$ cat config.mk
export PLATFORM = sky130hd
export DESIGN_NAME = dco_top
export DESIGN_NICKNAME = d
export VERILOG_FILES = /design/src/dco_pkg.sv /design/src/dco_sync.sv /design/src/dco_top.sv
export SDC_FILE = /design/constraint.sdc
export NUM_CORES = 1
export LEC_CHECK = 0
export BUFFER_PORTS_ARGS = -buffer_cell sky130_fd_sc_hd__buf_2
export CAP_MARGIN = 30
export CELL_PAD_IN_SITES_DETAIL_PLACEMENT = 1
export CELL_PAD_IN_SITES_GLOBAL_PLACEMENT = 2
export CORE_MARGIN = 2
export CORE_UTILIZATION = 32
export CTS_CLUSTER_SIZE = 10
export DETAILED_ROUTE_END_ITERATION = 8
export PLACE_DENSITY = 0.76
export SLEW_MARGIN = 10
export SYNTH_ARGS = -nofsm -noshare
export SYNTH_HDL_FRONTEND = slang
export SYNTH_SLANG_ARGS = --single-unit
$ cat constraint.sdc
create_clock -name hclk -period 3 [get_ports hclk]
set_input_delay 0.15 -clock hclk [delete_from_list [all_inputs] [get_ports hclk]]
set_output_delay 0.15 -clock hclk [all_outputs]
set_load 0.05 [all_outputs]
$ cat src/dco_pkg.sv
// package for the differential clock output enable block
`default_nettype none
package dco_pkg;
	localparam int          DCO_NUM_OUT      = 12;
	localparam int          DCO_SYNC_STAGES  = 2;
	// output-clock periods of the enable window
	localparam int          DCO_ON_MIN_PER   = 4;
	localparam int          DCO_ON_MAX_PER   = 12;
	localparam int          DCO_OFF_KEEP_PER = 4;
	localparam int          DCO_OFF_MAX_PER  = 12;
	localparam int          DCO_PD_SAMPLES   = 2;
	// register map
	localparam logic [7:0]  DCO_ADDR_OE      = 8'h00;
	localparam logic [7:0]  DCO_ADDR_STATUS  = 8'h04;
	localparam logic [7:0]  DCO_ADDR_DIV     = 8'h08;
	localparam logic [11:0] DCO_OE_RESET     = 12'hfff;
	localparam logic [7:0]  DCO_DIV_RESET    = 8'h01;
	localparam logic [1:0]  DCO_HTRANS_NONSEQ = 2'h2;
	localparam logic [1:0]  DCO_HTRANS_SEQ    = 2'h3;
	localparam logic [2:0]  DCO_HSIZE_WORD    = 3'h2;
	localparam int          DCO_ST_LOCK_BIT   = 12;
	localparam int          DCO_ST_PD_BIT     = 13;

	typedef enum logic [1:0] {
		DCO_CH_OFF,
		DCO_CH_WAIT_ON,
		DCO_CH_ON,
		DCO_CH_DRAIN
	} dco_ch_state_t;

	typedef struct packed {
		logic [11:0] p;
		logic [11:0] n;
	} dco_diff_t;

	typedef struct packed {
		logic        sel;
		logic [31:0] addr;
		logic        write;
		logic [1:0]  trans;
		logic [2:0]  size;
		logic [31:0] wdata;
	} dco_ahb_req_t;
endpackage : dco_pkg
`default_nettype wire

$ cat src/dco_sync.sv
// two-flop synchroniser bank for the enable and power pins
`default_nettype none
module dco_sync #(
	parameter int               WIDTH   = 12,
	// reset level per bit: each pin's idle level, so release makes no false edge
	parameter logic [WIDTH-1:0] RST_VAL = '1
) (
	// clock and reset
	input  wire logic             hclk,
	input  wire logic             hresetn,
	input  wire logic             ce,
	// data
	input  wire logic [WIDTH-1:0] din,
	output logic      [WIDTH-1:0] dout
);
	logic [WIDTH-1:0] s1_r;
	logic [WIDTH-1:0] s1_nxt;
	logic [WIDTH-1:0] s2_nxt;

	always_comb begin
		s1_nxt = ce ? din : s1_r;
		s2_nxt = ce ? s1_r : dout;
	end

	// only the second stage is read outside, the first may go metastable
	always_ff @(posedge hclk or negedge hresetn) begin
		if (!hresetn) begin
			s1_r <= RST_VAL;
			dout <= RST_VAL;
		end else begin
			s1_r <= s1_nxt;
			dout <= s2_nxt;
		end
	end
endmodule : dco_sync
`default_nettype wire

$ cat src/dco_top.sv
// gated twelve-output differential clock buffer with ahb-lite control
//
// Contract
// - each output has own register enable bit
// - twelve outputs, each with own pin
// - enable pin requests output when low
// - register enables active high, reset set
// - disabled output drives both legs low
// - run only when bit 1 and pin 0
// - pin 0 runs clock, pin 1 low/low
// - pin falling restarts output without glitch
// - output active 4 to 12 periods
// - pin rising stops output without glitch
// - at least four full clocks after deassert
// - disabled within 12 periods of deassert
// - no clocks before power-good and lock
// - power-down forces low/low before pll stops
// - power-down acts after two rising samples
//
// Local design decisions: the register addresses and the AHB-Lite slave port.
`default_nettype none
module dco_top #(
	parameter int NOUT = dco_pkg::DCO_NUM_OUT
) (
	// clock, reset, enable
	input  wire logic                hclk,
	input  wire logic                hresetn,
	input  wire logic                ce,
	// ahb-lite slave
	input  wire logic                hsel,
	input  wire logic [31:0]         haddr,
	input  wire logic                hwrite,
	input  wire logic [1:0]          htrans,
	input  wire logic [2:0]          hsize,
	input  wire logic [31:0]         hwdata,
	input  wire logic                hready,
	output logic      [31:0]         hrdata,
	output logic                     hreadyout,
	output logic                     hresp,
	// pins
	input  wire logic [NOUT-1:0]     oe_n,
	input  wire logic                power_good_down,
	input  wire logic                pll_locked,
	output logic                     pll_run,
	// clock outputs
	output dco_pkg::dco_diff_t       diff_clock_out,
	output logic                     feedback_clock_out
);
	import dco_pkg::*;

	// saturating step, a stuck state never wraps its counter
	function automatic logic [3:0] cnt_inc(input logic [3:0] c);
		cnt_inc = (c == 4'hf) ? c : c + 4'h1;
	endfunction : cnt_inc

	// bus state
	logic [NOUT-1:0] oe_reg_r;
	logic [NOUT-1:0] oe_reg_nxt;
	logic [7:0]      div_r;
	logic [7:0]      div_nxt;
	logic            wr_pend_r;
	logic            wr_pend_nxt;
	logic [7:0]      wr_addr_r;
	logic [7:0]      wr_addr_nxt;
	logic [31:0]     rdata_nxt;
	logic            take;

	// clock generation: internal output clock toggles every div_r+1 cycles
	logic [7:0]      div_cnt_r;
	logic [7:0]      div_cnt_nxt;
	logic            oclk_r;
	logic            oclk_nxt;
	logic            rise;
	logic            fall;

	// power-down sampling and lock
	logic            pd_s;
	logic [1:0]      pd_cnt_r;
	logic [1:0]      pd_cnt_nxt;
	logic            pd_act_r;
	logic            pd_act_nxt;
	logic            running;

	// per-output gating
	logic [NOUT-1:0] oe_s;
	dco_ch_state_t   st_r   [NOUT];
	dco_ch_state_t   st_nxt [NOUT];
	logic [3:0]      cnt_r  [NOUT];
	logic [3:0]      cnt_nxt[NOUT];
	logic [NOUT-1:0] gate_r;
	logic [NOUT-1:0] gate_nxt;

	// zero wait states: write data follow their address by one cycle
	assign hreadyout = 1'b1;
	assign hresp     = 1'b0;
	assign take      = hsel && hready && (htrans == DCO_HTRANS_NONSEQ ||
	                   htrans == DCO_HTRANS_SEQ) && hsize == DCO_HSIZE_WORD;

	always_comb begin
		oe_reg_nxt  = oe_reg_r;
		div_nxt     = div_r;
		wr_pend_nxt = 1'b0;
		wr_addr_nxt = wr_addr_r;
		rdata_nxt   = hrdata;
		if (wr_pend_r) begin
			case (wr_addr_r)
				DCO_ADDR_OE: oe_reg_nxt = hwdata[NOUT-1:0];
				DCO_ADDR_DIV: div_nxt   = hwdata[7:0];
				default: ;
			endcase
		end
		if (take) begin
			wr_pend_nxt = hwrite;
			wr_addr_nxt = haddr[7:0];
			if (!hwrite) begin
				// next values forward a write still in its data phase
				case (haddr[7:0])
					DCO_ADDR_OE: rdata_nxt = {{(32-NOUT){1'b0}}, oe_reg_nxt};
					DCO_ADDR_STATUS: rdata_nxt = {{(30-NOUT){1'b0}}, pd_act_r, pll_locked, gate_r};
					DCO_ADDR_DIV: rdata_nxt = {24'h0, div_nxt};
					default: rdata_nxt = 32'h0;
				endcase
			end
		end
	end

	always_ff @(posedge hclk or negedge hresetn) begin
		if (!hresetn) begin
			oe_reg_r  <= DCO_OE_RESET;
			div_r     <= DCO_DIV_RESET;
			wr_pend_r <= 1'b0;
			wr_addr_r <= 8'h00;
			hrdata    <= 32'h0;
		end else if (ce) begin
			oe_reg_r  <= oe_reg_nxt;
			div_r     <= div_nxt;
			wr_pend_r <= wr_pend_nxt;
			wr_addr_r <= wr_addr_nxt;
			hrdata    <= rdata_nxt;
		end
	end

	// output clock source
	always_comb begin
		rise        = 1'b0;
		fall        = 1'b0;
		div_cnt_nxt = div_cnt_r + 8'h01;
		oclk_nxt    = oclk_r;
		if (div_cnt_r >= div_r) begin
			div_cnt_nxt = 8'h00;
			oclk_nxt    = ~oclk_r;
			rise        = ~oclk_r;
			fall        = oclk_r;
		end
	end

	always_ff @(posedge hclk or negedge hresetn) begin
		if (!hresetn) begin
			div_cnt_r <= 8'h00;
			oclk_r    <= 1'b0;
		end else if (ce) begin
			div_cnt_r <= div_cnt_nxt;
			oclk_r    <= oclk_nxt;
		end
	end

	// power good resets low: reset state is powered down, so no false power-up
	dco_sync #(
		.WIDTH   (NOUT + 1),
		.RST_VAL ({1'b0, {NOUT{1'b1}}})
	) u_sync (
		.hclk    (hclk),
		.hresetn (hresetn),
		.ce      (ce),
		.din     ({power_good_down, oe_n}),
		.dout    ({pd_s, oe_s})
	);

	// power-down: count rising-edge samples low, act from the next fall
	always_comb begin
		pd_cnt_nxt = pd_cnt_r;
		pd_act_nxt = pd_act_r;
		if (rise) begin
			if (!pd_s) begin
				pd_cnt_nxt = (pd_cnt_r == 2'(DCO_PD_SAMPLES)) ? pd_cnt_r : pd_cnt_r + 2'h1;
			end else begin
				pd_cnt_nxt = 2'h0;
			end
		end
		if (fall) begin
			pd_act_nxt = (pd_cnt_r == 2'(DCO_PD_SAMPLES));
		end
	end

	always_ff @(posedge hclk or negedge hresetn) begin
		if (!hresetn) begin
			pd_cnt_r <= 2'(DCO_PD_SAMPLES);
			pd_act_r <= 1'b1;
		end else if (ce) begin
			pd_cnt_r <= pd_cnt_nxt;
			pd_act_r <= pd_act_nxt;
		end
	end

	// pll stops only once outputs are already forced low
	assign pll_run = ~pd_act_r;
	assign running = ~pd_act_r && pll_locked;

	// per-output state, advanced on rising edges, gate applied on falling edges
	always_comb begin
		for (int i = 0; i < NOUT; i++) begin
			st_nxt[i]  = st_r[i];
			cnt_nxt[i] = cnt_r[i];
			gate_nxt[i] = gate_r[i];
			if (!running) begin
				// forced low regardless of bit or pin
				st_nxt[i]   = DCO_CH_OFF;
				cnt_nxt[i]  = 4'h0;
				// not on a rise: the gate must not move while the clock goes high
				if (fall || (!oclk_r && !rise)) begin
					gate_nxt[i] = 1'b0;
				end
			end else if (rise) begin
				case (st_r[i])
					DCO_CH_OFF: begin
						if (oe_reg_r[i] && !oe_s[i]) begin
							st_nxt[i]  = DCO_CH_WAIT_ON;
							cnt_nxt[i] = 4'h1;
						end
					end
					// one period less than the floor here; the gate opens at the next fall, so
					// the first output rise comes the minimum after the first rise that saw the request
					DCO_CH_WAIT_ON: begin
						if (!(oe_reg_r[i] && !oe_s[i])) begin
							st_nxt[i] = DCO_CH_OFF;
						end else if (cnt_r[i] >= 4'(DCO_ON_MIN_PER - 1)) begin
							st_nxt[i] = DCO_CH_ON;
						end else begin
							cnt_nxt[i] = cnt_inc(cnt_r[i]);
						end
					end
					DCO_CH_ON: begin
						if (!(oe_reg_r[i] && !oe_s[i])) begin
							st_nxt[i]  = DCO_CH_DRAIN;
							cnt_nxt[i] = 4'h1;
						end
					end
					DCO_CH_DRAIN: begin
						if (cnt_r[i] >= 4'(DCO_OFF_KEEP_PER)) begin
							st_nxt[i] = DCO_CH_OFF;
						end else begin
							cnt_nxt[i] = cnt_inc(cnt_r[i]);
						end
					end
					default: st_nxt[i] = DCO_CH_OFF;
				endcase
			end
			if (running && fall) begin
				// gate updates only while the clock goes low; entering
				// power-down drops it at this same fall
				gate_nxt[i] = ((st_r[i] == DCO_CH_ON) || (st_r[i] == DCO_CH_DRAIN)) &&
				              !pd_act_nxt;
			end
		end
	end

	always_ff @(posedge hclk or negedge hresetn) begin
		if (!hresetn) begin
			for (int i = 0; i < NOUT; i++) begin
				st_r[i]  <= DCO_CH_OFF;
				cnt_r[i] <= 4'h0;
			end
			gate_r <= '0;
		end else if (ce) begin
			for (int i = 0; i < NOUT; i++) begin
				st_r[i]  <= st_nxt[i];
				cnt_r[i] <= cnt_nxt[i];
			end
			gate_r <= gate_nxt;
		end
	end

	// gated outputs; a disabled output is low on both legs
	always_comb begin
		diff_clock_out.p = gate_r & {NOUT{oclk_r}};
		diff_clock_out.n = gate_r & {NOUT{~oclk_r}};
	end
	assign feedback_clock_out = running & oclk_r;

	// checks: output 0 stands for all, the gating logic is the same per output
	a_gate_low_clk: assert property (@(posedge hclk) disable iff (!hresetn)
		ce && $changed(gate_r) |-> !oclk_r)
		else $error("gate changed while clock high");

	a_off_both_low: assert property (@(posedge hclk) disable iff (!hresetn)
		st_r[0] == DCO_CH_OFF && !oclk_r |-> !diff_clock_out.p[0] && !diff_clock_out.n[0])
		else $error("disabled output not low/low");

	a_needs_both: assert property (@(posedge hclk) disable iff (!hresetn)
		$rose(gate_r[0]) |-> oe_reg_r[0] && st_r[0] == DCO_CH_ON)
		else $error("output started without both enables");

	a_pd_forces_off: assert property (@(posedge hclk) disable iff (!hresetn)
		pd_act_r && !oclk_r |-> gate_r == '0)
		else $error("outputs active in power-down");

	a_pll_after_gate: assert property (@(posedge hclk) disable iff (!hresetn)
		$fell(pll_run) |-> gate_r == '0 || oclk_r)
		else $error("pll stopped with outputs live");

	a_no_lock_off: assert property (@(posedge hclk) disable iff (!hresetn)
		!pll_locked && !oclk_r |-> gate_r == '0)
		else $error("clock out without lock");

	a_drain_keep: assert property (@(posedge hclk) disable iff (!hresetn)
		st_r[0] == DCO_CH_DRAIN && running |-> gate_r[0] || oclk_r)
		else $error("output stopped during drain");

	a_oe_write_lands: assert property (@(posedge hclk) disable iff (!hresetn)
		ce && wr_pend_r && wr_addr_r == DCO_ADDR_OE |=> oe_reg_r == $past(hwdata[NOUT-1:0]))
		else $error("enable register write did not land");

	a_oe_hold: assert property (@(posedge hclk) disable iff (!hresetn)
		ce && !(wr_pend_r && wr_addr_r == DCO_ADDR_OE) |=> $stable(oe_reg_r))
		else $error("enable register changed without a write");

	a_wait_dark: assert property (@(posedge hclk) disable iff (!hresetn)
		st_r[0] == DCO_CH_WAIT_ON |-> !gate_r[0])
		else $error("output ran before the enable latency");

	a_drain_bound: assert property (@(posedge hclk) disable iff (!hresetn)
		st_r[0] == DCO_CH_DRAIN |-> cnt_r[0] <= 4'(DCO_OFF_KEEP_PER))
		else $error("drain ran past its period count");

	a_pd_two_rise: assert property (@(posedge hclk) disable iff (!hresetn)
		$rose(pd_act_r) |-> $past(pd_cnt_r) == 2'(DCO_PD_SAMPLES))
		else $error("power-down acted before two low samples");

	a_pd_legs_low: assert property (@(posedge hclk) disable iff (!hresetn)
		pd_act_r |-> diff_clock_out.p == '0 && diff_clock_out.n == '0)
		else $error("legs not low/low in power-down");
endmodule : dco_top
`default_nettype wire
==> flow_summary.yaml <==
clocking:
  cts.path.max_buffers: 2
  clkSinkCount: 165
  htreeDepth: 4
  cts_tree: "built"
  clock-root-buffer: "clkbuf_16"
  cts_made_buffers: 17
  clkSlewWorstSetupHoldPaths_ns: 0.06
  clk_latency_ns: 0.43
grt:
  antenna_found_initial: 0
  grt_overflow: 0
  track_usage_pct: 17.8
  grt_max_degree: 62
  grt_pass1_vias: 7041
  grt_pass1_wl_um: 39500
drt:
  drt_iter0_markers: 305
  num_vias: 6821
  dr.pass1.iters: 6
  drc: 0
  ant_nets: 0
  wl_per_cell_um: 18.5
  drt_wl_total_um: 24400
  avgViaCountPerCell: 5.15
yosys:
  synth.yosys.seq_area_share_pct: 48.3
  synth_area_leaders: "dfrtp_1, dfstp_2, mux2_2, nand2_1, o21ai_0"
  yosysTopAreaCellShare_pct: 36.5
  async_reset_ff_share_pct: 100
  netlist_instances: 832
  synth.distinct_cells: 62
  synth_edf_count: 0
  syn_area_um2: 8640
  ys_warn_count: 0
  synthFlopType: "dfrtp_1"
  synth_area_leader_cell: "dfrtp_1"
  ys_ff_latch: 165
  syn_avg_cell_area_um2: 10.4
critical_path:
  cp.required_ns: 3.36
  reg2reg_depth: 11
  arrival_ns: 3.18
  start_kind: "register"
  end_kind: "register"
  r2r_start: "div_r[0]"
  r2r-end: "cnt_r[24]"
  cp_max_fo: 7
  critPathKind: "register to register"
  rrSetupSlack_ns: 0.18
sta:
  worst_slack_ns: 0.178
  fin_crit_ns: 2.82
  finalMaxSlewViolations: 0
  timing.fmax_mhz: 354
  rsz0062_at_grt: "no"
  setup_tns_ns: 0
  worst_pin_slew_ns: 0.791
  setup_viol: 0
  fin_crit_sh_pct: 94.1
  final-hold-violation-count: 0
  skew_ns: 0.0122
  slew_headroom_pct: 47.3
finish:
  regArea_um2: 4180
  synthToLayoutAreaGrowth_pct: 22.9
  nets: 1083
  multi_input_area_um2: 4200
  drive_above_1_share_pct: 30.2
  antennaDiodeCount: 0
  fillers: 3016
placement:
  place_ws_ns: -0.109
  hpwl_um: 16900
  port_buffers: 83
  gp_congestion: 0.766
job:
  drv_cap: 0
worst_hold_path:
  min_to: "oe_reg_r[7]"
  hold_class: "input port to register"
  min_from: "hwdata[7]"
  whs_path_depth: 2
power_and_ir_drop:
  powerDensity_nw_per_um2: 630
  ir_drop_mv: 0.506
  cellLeakagePower_nw: 4.70
floorplanning:
  rows: 60
  initial_core_util_pct: 32.3
  ios: 149
  die-area_um2: 28300
  core-area_um2: 26700
  die_w_um: 168
  die_h_um: 168
run_status:
  status: "finished, final reports clean"
## registers in the layout, indices dropped and copies added, names as in the netlist
register     count
hrdata          14
pd_cnt_r         2
u_sync.s1_r     13
oe_reg_r        12
oclk_r           1
div_cnt_r        8
pd_act_r         1
gate_r          12
div_r            8
cnt_r           48
u_sync.dout     13
wr_pend_r        1
st_r            24
wr_addr_r        8
## layout by cell type, fill, tap and decap left out, types with 20 or more instances in the layout
master and count:
dfrtp_1 126, nand2_1 101, buf_2 83, o21ai_0 69, mux2_2 66, a21oi_1 52
nor2_1 46, dfstp_2 39, buf_4 34, inv_1 29, dlygate4sd3_1 25, ha_1 23
conb_1 20
## what timing repair did
item,in CTS,in global routing
hold buffers,25,0
setup endpoints to repair,38,21
gates cloned,1,2
endpoints found under the hold margin,73,0
pin swaps,1,3
resized for setup,5,14
buffers inserted,0,3
## through the flow
step | hold slack [ns] | utilization, % | power [mW] | cells | cell area [um2]
finish | 0.0233 | 39.7 | 6.69 | 1324 | 10600
global route | 0.0102 | 39.7 | 7.05 | 1324 | 10600
CTS | 0.00250 | 39.4 | 6.67 | 1320 | 10500
detailed placement | 0.180 | 35.8 | 4.16 | 1262 | 9580
global placement | 0.178 | 35.8 | 4.12 | 1262 | 9580
floorplan | -0.146 | - | 3.60 | 850 | 8710
## synth_stat cells, types with 13 or more instances
cell,n
nor2_1,46
and2_1,13
o21ai_0,72
mux2_2,70
nor3b_1,13
buf_4,20
dfrtp_1,126
a21oi_1,57
nor2b_1,16
ha_1,24
nand2_1,101
dfstp_2,39
inv_1,29
nand2b_1,14
## critical path: stages, from the launching register on
cell and delay (ns):
dfstp_2 0.53, ha_1 0.21, nand2b_1 0.14, a211o_1 0.31, a21oi_2 0.19, o21ai_2 0.13
ha_4 0.22, o21ai_4 0.30, buf_12 0.19, a211oi_1 0.08, mux2_4 0.30, a21oi_2 0.13
## how the worst max path moves through the flow
stage | start | to | slack [ns] | depth (start not counted)
floorplan | div_r[0] | st_r[23] | 0.13 | 11
global placement | div_r[5] | cnt_r[36] | 0.007 | 13
CTS | div_r[0] | cnt_r[44] | 0.03 | 12
finish | div_r[0] | cnt_r[24] | 0.18 | 11
global route | div_r[0] | cnt_r[24] | 0.06 | 11
detailed placement | div_cnt_r[0] | gate_r[6] | -0.11 | 11
## power breakdown
| part | internal [mW] | switching, mW | total (mW) |
|---|---|---|---|
| Clock | 1.46 | 0.934 | 2.39 |
| Sequential | 2.49 | 0.247 | 2.73 |
| Combinational | 0.658 | 0.902 | 1.56 |
| Total | 4.60 | 2.08 | 6.69 |
## area by class of cell
cell class | count | share of cell area, %
Timing Repair Buffer | 149 | 9.99
Tap cell | 341 | 4.02
Sequential cell | 165 | 39.3
Multi-Input combinational cell | 608 | 39.6
Clock buffer | 20 | 4.39
Clock inverter | 12 | 1.66
Inverter | 29 | 1.02
## logic make-up (layout without fill, tap and decap cells)
kind of cell             after synthesis  in the layout  synth area share, %
multiplexers                          86             86                 11.6
AND/OR/NAND/NOR                      238            238                 13.9
AO/OA/AOI/OAI                        223            223                 16.3
adder cells (fa/ha/maj)               24             24                 3.48
other                                  2             20               0.0869
flip-flops                           165            165                 48.3
XOR/XNOR                              17             17                 1.72
buffers and inverters                 77            210                 4.60
## layer usage
| metal | vias to the layer above | share of wire, % | global-route usage (%) |
|---|---|---|---|
| met5 | - | 0 | 0 |
| met4 | 0 | 1.5 | 4.95 |
| met3 | 19 | 3.2 | 3.64 |
| met2 | 98 | 48 | 29.0 |
| met1 | 3467 | 47 | 24.2 |
| li1 | 3237 | - | - |
Note: power is estimated with default switching activity, not from simulation.
